--- src/pif_pkg.sv ---
// package of constants and types for the peripheral interrupt flag block
// Function
// - comparator input change sets flag two bit 6
// - first serial bus collision sets flag two bit 3
// - capture mode: timer capture sets flag two bit 0
// - compare mode: timer match sets flag two bit 0
// - pulse-width mode never sets that flag
// - serial two done sets flag three bit 7
// - second serial bus collision sets flag three bit 6
// - unimplemented bits read zero, ignore writes
// - flags set regardless of any enable bit
`default_nettype none
package pif_pkg;

  // register byte offsets on the apb bus
  localparam logic [7:0] OFS_FLAGS_TWO   = 8'h00;
  localparam logic [7:0] OFS_FLAGS_THREE = 8'h04;
  localparam logic [7:0] OFS_MASK_TWO    = 8'h08;
  localparam logic [7:0] OFS_MASK_THREE  = 8'h0c;
  localparam logic [7:0] OFS_CTRL        = 8'h10;
  localparam logic [7:0] OFS_CMP_VALUE   = 8'h14;
  localparam logic [7:0] OFS_CAP_VALUE   = 8'h18;
  localparam logic [7:0] OFS_STATUS      = 8'h1c;

  // bit positions in peripheral_irq_flags_two
  localparam int BIT_OSC_FAIL   = 7;
  localparam int BIT_CMP_CHANGE = 6;
  localparam int BIT_BCL_ONE    = 3;
  localparam int BIT_CAPCOMP    = 0;
  // bit positions in peripheral_irq_flags_three
  localparam int BIT_SSP2_DONE  = 7;
  localparam int BIT_BCL_TWO    = 6;
  // ctrl and status fields
  localparam int CTRL_MODE_LSB  = 0;
  localparam int STAT_CMP_LVL   = 0;
  localparam int STAT_IRQ       = 1;

  // implemented bits; every other bit reads zero
  localparam logic [7:0] IMPL_TWO   = 8'hc9;
  localparam logic [7:0] IMPL_THREE = 8'hc0;

  // reset values
  localparam logic [7:0]  RST_FLAGS = 8'h00;
  localparam logic [7:0]  RST_MASK  = 8'h00;
  localparam logic [15:0] RST_CMP   = 16'h0000;
  localparam logic [15:0] RST_CAP   = 16'h0000;
  // cycles after reset until the pin value reaches the third stage
  localparam logic [1:0]  SYNC_FILL = 2'h3;

  // operating mode of capcomp_unit_two
  typedef enum logic [1:0] {
    CC_OFF,
    CC_CAPTURE,
    CC_COMPARE,
    CC_PWM
  } pif_cc_mode_t;

  // one-cycle event pulses from same-clock peripheral logic
  typedef struct packed {
    logic osc_fail;   // fell back to internal_oscillator
    logic bcl_one;    // collision, first serial unit
    logic capture;    // capture edge of capcomp_unit_two
    logic ssp2_done;  // sync_serial_unit_two transfer done
    logic bcl_two;    // collision, sync_serial_unit_two
  } pif_evt_t;

endpackage
`default_nettype wire

--- src/pif_flags.sv ---
// peripheral interrupt flag registers two and three with apb access
`default_nettype none
module pif_flags (
  input  wire logic              clk_sys_i,   // system clock, 50 mhz
  input  wire logic              rst_i,       // sync reset, active high
  input  wire logic              psel_i,      // apb select
  input  wire logic              penable_i,   // apb access phase
  input  wire logic              pwrite_i,    // apb write
  input  wire logic [7:0]        paddr_i,     // apb byte address
  input  wire logic [31:0]       pwdata_i,    // apb write data
  output logic                   pready_o,    // apb ready
  output logic [31:0]            prdata_o,    // apb read data
  output logic                   pslverr_o,   // apb error, unmapped
  input  wire pif_pkg::pif_evt_t evt_i,       // event pulses
  input  wire logic              cmp_in_i,    // comparator output, async
  input  wire logic [15:0]       timer_one_value_i, // running timer
  output logic [7:0]             peripheral_irq_flags_two_o,   // flags
  output logic [7:0]             peripheral_irq_flags_three_o, // flags
  output logic                   irq_o        // unmasked flag pending
);

  logic [7:0]            flags_two_q;
  logic [7:0]            flags_two_d;
  logic [7:0]            flags_three_q;
  logic [7:0]            flags_three_d;
  logic [7:0]            mask_two_q;
  logic [7:0]            mask_three_q;
  pif_pkg::pif_cc_mode_t mode_q;
  logic [15:0]           cmp_val_q;
  logic [15:0]           cap_val_q;
  logic                  cmp_s1_q;
  logic                  cmp_s2_q;
  logic                  cmp_s3_q;
  logic                  cmp_lvl_q;
  logic                  cmp_primed_q;
  logic [1:0]            cmp_fill_q;
  logic                  match_q;
  logic [31:0]           prdata_q;
  logic                  pslverr_q;

  // apb decode
  wire setup_rd  = psel_i && !penable_i && !pwrite_i;
  wire setup_any = psel_i && !penable_i;
  wire wr_acc    = psel_i && penable_i && pwrite_i;
  wire sel_f2    = paddr_i == pif_pkg::OFS_FLAGS_TWO;
  wire sel_f3    = paddr_i == pif_pkg::OFS_FLAGS_THREE;
  wire sel_m2    = paddr_i == pif_pkg::OFS_MASK_TWO;
  wire sel_m3    = paddr_i == pif_pkg::OFS_MASK_THREE;
  wire sel_ctl   = paddr_i == pif_pkg::OFS_CTRL;
  wire sel_cv    = paddr_i == pif_pkg::OFS_CMP_VALUE;
  wire sel_cap   = paddr_i == pif_pkg::OFS_CAP_VALUE;
  wire sel_st    = paddr_i == pif_pkg::OFS_STATUS;
  wire mapped    = sel_f2 | sel_f3 | sel_m2 | sel_m3 | sel_ctl | sel_cv
                 | sel_cap | sel_st;

  // write-one-to-clear strobes, unimplemented bits masked off
  // writes ignored there
  wire [7:0] clr_two   = (wr_acc && sel_f2) ?
                         (pwdata_i[7:0] & pif_pkg::IMPL_TWO) : 8'h00;
  wire [7:0] clr_three = (wr_acc && sel_f3) ?
                         (pwdata_i[7:0] & pif_pkg::IMPL_THREE) : 8'h00;

  // comparator change, filtered: second and third stage must agree
  wire cmp_stable = cmp_s2_q == cmp_s3_q;
  // reset zeros in the chain are not a settled level: a pin held high
  // through reset would otherwise raise a false change flag
  wire cmp_filled = cmp_fill_q == pif_pkg::SYNC_FILL;
  wire cmp_change = cmp_stable && cmp_primed_q && (cmp_s3_q != cmp_lvl_q);

  // compare match counted once on its rising edge, else a lasting
  // equality would refill the flag right after software clears it
  wire match_now   = timer_one_value_i == cmp_val_q;
  wire compare_hit = (mode_q == pif_pkg::CC_COMPARE) && match_now && !match_q;
  wire capture_hit = (mode_q == pif_pkg::CC_CAPTURE) && evt_i.capture;
  // pwm and off modes leave the flag alone
  wire capcomp_set = capture_hit || compare_hit;

  // hardware set vectors; enables play no part here
  // set ignores masks
  wire [7:0] set_two = 8'(
      ({7'h00, evt_i.osc_fail} << pif_pkg::BIT_OSC_FAIL) |
      ({7'h00, cmp_change}     << pif_pkg::BIT_CMP_CHANGE) |
      ({7'h00, evt_i.bcl_one}  << pif_pkg::BIT_BCL_ONE) |
      ({7'h00, capcomp_set}    << pif_pkg::BIT_CAPCOMP));
  wire [7:0] set_three = 8'(
      ({7'h00, evt_i.ssp2_done} << pif_pkg::BIT_SSP2_DONE) |
      ({7'h00, evt_i.bcl_two}   << pif_pkg::BIT_BCL_TWO));

  // set wins over a same-cycle clear
  assign flags_two_d   = (flags_two_q & ~clr_two) | set_two;
  assign flags_three_d = (flags_three_q & ~clr_three) | set_three;

  wire irq_pend = |(flags_two_q & mask_two_q) |
                  |(flags_three_q & mask_three_q);

  wire [31:0] rd_mux =
      sel_f2  ? {24'h000000, flags_two_q} :
      sel_f3  ? {24'h000000, flags_three_q} :
      sel_m2  ? {24'h000000, mask_two_q} :
      sel_m3  ? {24'h000000, mask_three_q} :
      sel_ctl ? {30'h00000000, mode_q} :
      sel_cv  ? {16'h0000, cmp_val_q} :
      sel_cap ? {16'h0000, cap_val_q} :
      sel_st  ? {30'h00000000, irq_pend, cmp_lvl_q} : 32'h00000000;

  always_ff @(posedge clk_sys_i)
  begin
    if (rst_i)
    begin
      flags_two_q   <= pif_pkg::RST_FLAGS;
      flags_three_q <= pif_pkg::RST_FLAGS;
    end
    else
    begin
      flags_two_q   <= flags_two_d;
      flags_three_q <= flags_three_d;
    end
  end

  always_ff @(posedge clk_sys_i)
  begin
    if (rst_i)
    begin
      mask_two_q   <= pif_pkg::RST_MASK;
      mask_three_q <= pif_pkg::RST_MASK;
      mode_q       <= pif_pkg::CC_OFF;
      cmp_val_q    <= pif_pkg::RST_CMP;
    end
    else if (wr_acc)
    begin
      // mask bits follow the flag layout
      if (sel_m2)
        mask_two_q <= pwdata_i[7:0] & pif_pkg::IMPL_TWO;
      if (sel_m3)
        mask_three_q <= pwdata_i[7:0] & pif_pkg::IMPL_THREE;
      if (sel_ctl)
        mode_q <= pif_pkg::pif_cc_mode_t'(
                    pwdata_i[pif_pkg::CTRL_MODE_LSB +: 2]);
      if (sel_cv)
        cmp_val_q <= pwdata_i[15:0];
    end
  end

  always_ff @(posedge clk_sys_i)
  begin
    if (rst_i)
    begin
      cap_val_q <= pif_pkg::RST_CAP;
      match_q   <= 1'b0;
    end
    else
    begin
      if (capture_hit)
        cap_val_q <= timer_one_value_i;
      match_q <= match_now;
    end
  end

  // first stage feeds only the second
  always_ff @(posedge clk_sys_i)
  begin
    if (rst_i)
    begin
      cmp_s1_q     <= 1'b0;
      cmp_s2_q     <= 1'b0;
      cmp_s3_q     <= 1'b0;
      cmp_lvl_q    <= 1'b0;
      cmp_primed_q <= 1'b0;
      cmp_fill_q   <= 2'h0;
    end
    else
    begin
      cmp_s1_q <= cmp_in_i;
      cmp_s2_q <= cmp_s1_q;
      cmp_s3_q <= cmp_s2_q;
      if (!cmp_filled)
        cmp_fill_q <= cmp_fill_q + 2'h1;
      // first settled level after reset is taken without a flag
      if (cmp_stable && cmp_filled)
      begin
        cmp_lvl_q    <= cmp_s3_q;
        cmp_primed_q <= 1'b1;
      end
    end
  end

  // read data captured in setup, so access completes with no wait
  always_ff @(posedge clk_sys_i)
  begin
    if (rst_i)
    begin
      prdata_q  <= 32'h00000000;
      pslverr_q <= 1'b0;
    end
    else if (setup_any)
    begin
      prdata_q  <= setup_rd ? rd_mux : 32'h00000000;
      pslverr_q <= !mapped;
    end
  end

  assign pready_o                     = 1'b1;
  assign prdata_o                     = prdata_q;
  assign pslverr_o                    = pslverr_q;
  assign peripheral_irq_flags_two_o   = flags_two_q;
  assign peripheral_irq_flags_three_o = flags_three_q;
  assign irq_o                        = irq_pend;
endmodule
`default_nettype wire

--- config.mk ---
export PLATFORM = sky130hd
export DESIGN_NAME = pif_flags
export DESIGN_NICKNAME = d
export VERILOG_FILES = /design/src/pif_pkg.sv /design/src/pif_flags.sv
export SDC_FILE = /design/constraint.sdc
export NUM_CORES = 1
export LEC_CHECK = 0
export ABC_AREA = 0
export BUFFER_PORTS_ARGS = -buffer_cell sky130_fd_sc_hd__buf_2
export CAP_MARGIN = 10
export CORE_ASPECT_RATIO = 2
export CORE_MARGIN = 5
export CORE_UTILIZATION = 40
export DETAILED_ROUTE_END_ITERATION = 8
export HOLD_SLACK_MARGIN = 0.03
export PLACE_DENSITY = 0.73
export SYNTH_ARGS = -nofsm -noshare
export SYNTH_HDL_FRONTEND = slang
export SYNTH_SLANG_ARGS = --single-unit
--- constraint.sdc ---
create_clock -name clk_sys_i -period 2.6 [get_ports clk_sys_i]
set_input_delay 0.13 -clock clk_sys_i [delete_from_list [all_inputs] [get_ports clk_sys_i]]
set_output_delay 0.13 -clock clk_sys_i [all_outputs]
set_load 0.01 [all_outputs]
Word-level counts from Yosys, hierarchy flattened

Cells that the tools add are included.

Bits in registers: 97
Bits of input ports: 67
Logic and storage cells: 85

Add/subtract/negate cells: 1
Equal/unequal tests: 13
Muxes and demuxes: 11
Bitwise operators: 20
Reduce and logical (&&, ||, !) cells: 24

Operators with widths:

| kind                                                                  | number |
|---|---|
| 16-bit two-way mux                                                    | 8 |
| 8-bit bitwise AND                                                     | 4 |
| 8-bit by 5-bit equality test with 1-bit output, second input constant | 4 |
| 16-bit equality test                                                  | 1 |
| 8-bit by 4-bit equality test with 1-bit output, second input constant | 2 |
| 8-bit two-way mux                                                     | 2 |
| 8-bit NOT                                                             | 2 |
| 8-bit by 7-bit bitwise OR with 8-bit output                           | 2 |
| 8-bit bitwise OR                                                      | 2 |
| 8-bit OR reduction                                                    | 2 |
| 1-bit logical AND                                                     | 12 |
| 8-bit by 3-bit equality test with 1-bit output, second input constant | 1 |
| 8-bit zero test                                                       | 1 |
| 1-bit bitwise OR                                                      | 8 |
| 8-bit by 1-bit bitwise OR with 8-bit output                           | 1 |
| 8-bit by 4-bit bitwise OR with 8-bit output                           | 1 |
| 2-bit AND reduction                                                   | 4 |
| 2-bit equality test, second input constant                            | 2 |
| 1-bit zero test                                                       | 4 |
| 2-bit by 1-bit adder with 2-bit output, second input constant         | 1 |
| 2-bit by 1-bit equality test with 1-bit output, second input constant | 1 |
| 2-bit two-way mux                                                     | 1 |
| 1-bit equality test                                                   | 1 |
| 1-bit logical OR                                                      | 1 |
| 1-bit != test                                                         | 1 |

Logic depth before layout (Yosys ltp)

Gate-level depths: netlist of the first run.

Depth after elaboration: 12
Depth in mapped cells: 6
Gate-level depth less buffers: 4

Worst setup path before layout of the first run

Ideal clock, no wire load.

Kind: input port to flip-flop
Start: input port paddr_i[7]
End: register cmp_val_q[10]
Arrival time: 1.597 ns
Required time: 2.472 ns
Setup slack: 0.876 ns
Cell stages on the path: 6
Path through: or3_1 buf_2 nor4_4 buf_6 mux2i_1 nor2_1

Word-level cells in the longest chain between the ends: 2

Ends and longest elaborated chain:

| item                                           | RTL line         | source |
|---|---|---|
| start: declaration                             | pif_flags.sv:9   | `input wire logic [7:0] paddr_i,` |
| 8-bit by 5-bit equality test with 1-bit output | pif_flags.sv:50  | `wire sel_cv = paddr_i == pif_pkg::OFS_CMP_VALUE;` |
| 2-bit AND reduction (no line)                  | n/a              |  |
| end signal: assignment                         | pif_flags.sv:127 | `cmp_val_q <= pif_pkg::RST_CMP;` |
| end signal: assignment                         | pif_flags.sv:140 | `cmp_val_q <= pwdata_i[15:0];` |
| end: declaration                               | pif_flags.sv:29  | `logic [15:0] cmp_val_q;` |

No other way between the ends.
A chain may end at the register's enable or synchronous reset.

Final worst setup path of the first run

Start: input port paddr_i[7]
End: register prdata_q[14], in the netlist prdata_o[14]

Word-level cells in the longest chain between the ends: 9
Elaborated cells on any way between the ends: 15
Those cells by class: eq/ne: 6; mux: 8; reduce/logical: 1

Ends and longest elaborated chain:

| item                                           | RTL line         | source |
|---|---|---|
| 8-bit by 5-bit equality test with 1-bit output | pif_flags.sv:51  | `wire sel_cap = paddr_i == pif_pkg::OFS_CAP_VALUE;` |
| 16-bit two-way mux                             | pif_flags.sv:103 | `sel_cap ? {16'h0000, cap_val_q} :` |
| 16-bit two-way mux                             | pif_flags.sv:102 | `sel_cv ? {16'h0000, cmp_val_q} :` |
| 16-bit two-way mux                             | pif_flags.sv:101 | `sel_ctl ? {30'h00000000, mode_q} :` |
| 16-bit two-way mux                             | pif_flags.sv:100 | `sel_m3 ? {24'h000000, mask_three_q} :` |
| 16-bit two-way mux                             | pif_flags.sv:99  | `sel_m2 ? {24'h000000, mask_two_q} :` |
| 16-bit two-way mux                             | pif_flags.sv:98  | `sel_f3 ? {24'h000000, flags_three_q} :` |
| 16-bit two-way mux (*)                         | pif_flags.sv:97  | `sel_f2 ? {24'h000000, flags_two_q} :` |
| 16-bit two-way mux (*)                         | pif_flags.sv:197 | `prdata_q <= setup_rd ? rd_mux : 32'h00000000;` |
| end signal: assignment                         | pif_flags.sv:197 |  |
| end: declaration                               | pif_flags.sv:38  | `logic [31:0] prdata_q;` |

Every way passes the cells marked *; elsewhere a longest branch is shown, timed or not.

==> metrics.txt, run 1 <==
initial antenna violation count 0; Post-CTS Setup Bufs 0; Via density 5.21; RSZ-0062 raised after global routing no; Iteration-0 DRC Markers 163; largest net degree at the start of global routing 35; Logic pwr share 7.9%; Post-Synth Adder-Cell Area 0.372%; sequential fraction of design power 46.4%; Clock Skew 5.11 ps; total CTS buffers 9; Max-Cap Viols 0; Final period util 61.2%; GRT overflow 0; Final Wtd Congestion 0.822; flop2flop setup slack 1270 ps; Primary FF master, synth dfxtp_1; chip height 140 um; worst min path class in2reg; first-pass GRT wire length 13.1 mm; final non-filler cell total 542; Post-Place Cells 527; final-report setup violation count 0; # diodes 0; total track usage 16.3%; Via Count 2825; 1st-pass router iterations 4; post-synthesis mux area share 9.71%; async set-reset flop share out of synthesis 0%; final hold vios 0; Mapped Avg Cell Area 9.04 um^2; Die ar. 10400 um^2; P&R area growth vs syn 18.4%; Compound-Gate Fraction of Synth Area 14.9%; hold_buf cts 1; worst vdd ir 0.294 mV; launch point of the worst path paddr_i[7]; Reg2Reg Launch Point mode_q[0]$_SDFFE_PP0P_; Final Slew Violations 0; mapped cell area 3360 um^2; Achievable Freq 629 MHz; drt wl/cell 15.6 um; Clk Latency, worst-skew pair 330 ps; crit path kind in2reg; YS warnings 0; Synth Instances 372; Sum Neg Setup Slack 0 ps; Lkg Pwr 1.70 nW; Post-synth EDFFs 0; final design utilization 48.4%; Pint 1.86 mW; CP arrival 1860 ps; simple-gate share of the synthesized area 18.3%; XOR/XNOR Fraction of Synth Area 4.69%; DRC 0; initial core utilization 40.8%; CTS H-tree lvls 3; Switching Fraction 22.7%; Seq/Total Area, Yosys 42.3%; DPL Wire Length 6.26 mm; CP Max Fanout 11; DRT antenna net count 0; clk sinks 71; Core ar. 8230 um^2; CTS Buffer Depth 2; Post-CTS Resized 0; clock share of power 45.7%; CTS clk-pin slew, worst paths 50 ps; Worst Tran Pin Value 782 ps; Yosys reg bits 71; Worst Hold Launch pwdata_i[13]; vias in the first global route 2691; final wirelength 8.44 mm; Hold WS 39.3 ps; Req. time, crit path 2870 ps; Final nets 509; crit end category register; library cells used by synthesis 47; share of cells above drive strength 1 22.3%; Psw 0.548 mW; die width 74.8 um; Final Critical Period 1590 ps; FP Rows 47; IO buf count 74; Power Density 605 nW/um^2; largest family of logic cells by synthesized area simple AND/OR/NAND/NOR gates; CTS tree yes; status complete, no violations; # IOs 118; CTS root buf clkbuf_16; Startpoint Class input pin; Relative slew margins 47.8%
## power groups by stage
stage / Combinational [mW] / Clock, mW / Sequential (mW)
final: 0.191 / 1.10 / 1.12
after detailed placement: 0.188 / 0 / 1.14
after global placement: 0.184 / 0 / 1.14
after CTS: 0.190 / 1.12 / 1.12
after global routing: 0.212 / 1.17 / 1.12
after floorplan: 0.135 / 0 / 1.14
## cell families (layout without fill, tap and decap cells)
logic type               after synthesis  in the layout
buffers and inverters                 55            102
AND/OR/NAND/NOR                      125            125
multiplexers                          31             31
other                                  2             27
XOR/XNOR                              18             18
AO/OA/AOI/OAI                         69             69
adder cells (fa/ha/maj)                1              1
flip-flops                            71             71
## worst paths after layout
check,endpoint,depth (start not counted)
setup / recovery,prdata_o[14]$_SDFFE_PP0P_,5
hold reg to reg,cmp_s2_q$_SDFF_PP0_,1
setup reg to reg,peripheral_irq_flags_two_o[0]$_SDFF_PP0_,5
hold / removal,cmp_val_q[13]$_SDFFE_PP0P_,3
## critical path, stage by stage
cell and delay [ps]:
buf_2 100, or3_1 490, nor3_1 370, o2111a_1 550, a22o_1 220
## sequential cells by signal, summed over array words and instances (netlist names), 2 cells and up
signal                        count
cap_val_q                        16
cmp_fill_q                        2
cmp_val_q                        16
mask_three_q                      2
mask_two_q                        4
mode_q                            2
peripheral_irq_flags_three_o      2
peripheral_irq_flags_two_o        4
prdata_o                         16
## per-layer routing
metal / global-route usage (%) / wire (um) / vias up
met3: 4.12 / 592 / 15
li1: - / - / 1394
met2: 27.7 / 4440 / 101
met5: 0 / 0 / -
met1: 18.5 / 3230 / 1315
met4: 7.50 / 184 / 0
## final cells by class
type | instances | area (um^2)
clock buffer | 13 | 260
inverter | 6 | 22.5
clock inverter | 1 | 5.00
timing repair buffer | 82 | 433
fill | 797 | 4250
sequential | 71 | 1420
multi-input combinational | 271 | 1720
tap | 98 | 123
## metrics by stage
stage	setup WS, ps	cell area, um^2	power (mW)
floorplan	876	3460	1.28
global placement	696	3710	1.32
detailed placement	654	3710	1.33
CTS	1010	3980	2.43
global route	935	3980	2.50
finish	1010	3980	2.41
## layout by cell type (no fill, tap or decap), drive strengths merged, types with 4 or more instances in the layout
cell    count
nor2b       6
a22o       22
buf        81
nor3        8
dfxtp      71
nand2      38
inv         6
nor4        6
o31ai       4
nor2       37
a22oi       5
mux2i      27
conb       27
nand3       5
xor2       13
xnor2       5
nand2b      5
clkbuf     13
a21oi      21
## cells in the mapped netlist (all sizes together), types with 2 or more instances
cell type | number | area, um^2
o21ai | 3 | 15.0
a311oi | 2 | 17.5
nor2 | 37 | 139
a211o | 2 | 17.5
and3 | 2 | 12.5
nor4 | 6 | 52.6
conb | 2 | 7.51
o31ai | 4 | 30.0
buf | 34 | 239
mux2 | 3 | 33.8
or3 | 3 | 18.8
clkbuf | 15 | 56.3
inv | 6 | 22.5
a22oi | 5 | 37.5
a21oi | 21 | 105
and4b | 2 | 20.0
nand3 | 5 | 25.0
xor2 | 13 | 114
dfxtp | 71 | 1420
nand3b | 2 | 15.0
nor3b | 2 | 15.0
nand4 | 3 | 18.8
a32oi | 3 | 26.3
a221oi | 2 | 17.5
a22o | 22 | 193
nand2 | 38 | 143
nor2b | 6 | 37.5
nand2b | 5 | 31.3
xnor2 | 5 | 43.8
and3b | 2 | 17.5
nor3 | 8 | 40.0
mux2i | 27 | 270
Power figures use the tool's default switching activity.
==> run 2, diff against run 1 <==
clock period = 1.5 ns   (was 2.6 ns; I/O delays follow)
==> run 2 against run 1 <==
  * Wire length increased by 11%
  * Global-route usage increased by 1.8 points
  * Critical path depth increased by 1
  * Clock skew increased by 3.8 ps
  * Clock power increased by 120%
  * Total power increased by 99%
  * Hold slack improved by 2.8 ps
  * Sequential cell count unchanged
  * Via count increased by 8.7%
  * Setup slack got worse by 910 ps
==> metrics.txt, run 2 (synthesized netlist as in run 1, its figures left out) <==
Post-CTS Setup Bufs 0; CP arrival 1640 ps; clock share of power 50.8%; FP Rows 47; Final period util 93.2%; fillers 714; final wirelength 9.36 mm; Relative slew margins 27.1%; Clk Latency, worst-skew pair 330 ps; final-report setup violation count 0; DPL Wire Length 6.89 mm; crit end category register; total track usage 18.1%; GRT overflow 0; Die ar. 10400 um^2; commonest non-fill, non-tap cells in the layout buf_2 (74), dfxtp_1 (71), nand2_1 (38); 1st-pass router iterations 4; CP Max Fanout 2; CTS tree yes; worst vdd ir 0.698 mV; worst slack at placement -112 ps; # IOs 118; Sum Neg Setup Slack 0 ps; die width 74.8 um; Multi-input gate area 1720 um^2; CTS H-tree lvls 3; chip height 140 um; Startpoint Class input pin; Final Critical Period 1400 ps; Final Slew Violations 0; Final nets 557; largest net degree at the start of global routing 29; RSZ-0062 raised after global routing no; IO buf count 74; Iteration-0 DRC Markers 176; # diodes 0; initial antenna violation count 0; Pint 3.77 mW; Core ar. 8230 um^2; final hold vios 0; Max-Cap Viols 0; Worst Tran Pin Value 1090 ps; Achievable Freq 715 MHz; CTS clk-pin slew, worst paths 60 ps; final design utilization 55.1%; Via density 5.19; Clock Skew 8.91 ps; share of cells above drive strength 1 23.9%; drt wl/cell 15.8 um; total CTS buffers 9; vias in the first global route 3082; commonest non-fill, non-tap cell in the layout buf_2; first-pass GRT wire length 14.6 mm; Post-Place Cells 542; Req. time, crit path 1750 ps; Hold WS 42.1 ps; FF/Latch Area 1420 um^2; Power Density 1060 nW/um^2; worst min path class in2reg; DRC 0; Lkg Pwr 1.95 nW; Via Count 3071; Pwr Total 4.79 mW; final non-filler cell total 592; Logic pwr share 8.8%; CTS Buffer Depth 2; Psw 1.02 mW; status complete, no violations; crit path kind in2reg; Switching Fraction 21.3%; Setup WS post-layout 102 ps; Final Wtd Congestion 0.827; P&R area growth vs syn 34.8%; sequential fraction of design power 40.4%; CTS root buf clkbuf_16; DRT antenna net count 0; initial core utilization 40.8%; Area after DPL 3850 um^2; Design Area, Final 4530 um^2; clk sinks 71
[run 2: cell types whose count changed in the layout (fill, tap and decap cells not counted), moves of 2 or more]
cell	previous run	this run
buf_12	0	2
buf_4	7	20
bufinv_16	0	3
clkbuf_1	2	0
dlygate4sd3_1	1	34
[run 2: power by group through the flow]
stage	sequential (mW)	combinational, mW	clock [mW]
2_1_floorplan	1.98	0.237	0
3_3_place_gp	1.98	0.339	0
3_5_place_dp	1.98	0.346	0
4_1_cts	1.94	0.419	2.47
5_1_grt	1.94	0.459	2.55
6_report	1.94	0.422	2.43
[run 2: worst paths after layout]
kind         slack, ps  cells after the start                                startpoint                                  endpoint
max                100                      6                      timer_one_value_i[9]  peripheral_irq_flags_two_o[0]$_SDFF_PP0_
min reg2reg        450                      2                  prdata_o[3]$_SDFFE_PP0P_                  prdata_o[3]$_SDFFE_PP0P_
min                 40                      3                      timer_one_value_i[7]                 cap_val_q[7]$_SDFFE_PP0P_
max reg2reg        150                      3  peripheral_irq_flags_two_o[7]$_SDFF_PP0_  peripheral_irq_flags_two_o[7]$_SDFF_PP0_
[run 2: layer usage]
layer / global-route usage [%] / share of wire [%] / up-vias / routed length [um]
met5: 0 / 0 / - / 0
met1: 19.0 / 37 / 1446 / 3450
li1: - / - / 1487 / -
met3: 3.32 / 5.6 / 23 / 528
met4: 10.0 / 3.3 / 0 / 310
met2: 32.2 / 54 / 115 / 5070
[run 2: critical path: stages]
cell           delay, ps
dlygate4sd3_1        530
buf_2                130
xor2_1               160
nor4_1               330
nand3_1              180
o31ai_1              240
[run 2: layout make-up]
class                      instances  share of cell area, %
clock buffer                      10                   5.27
tap                               98                   2.70
multi-input combinational        271                   37.9
clock inverter                     6                   2.37
sequential                        71                   31.4
timing repair buffer             130                   19.9
inverter                           6                  0.497
[run 2: timing repair]
action | 4_1_cts | 5_1_grt
resized for setup | 0 | 0
hold buffers | 34 | 0
hold endpoints to repair | 33 | 0
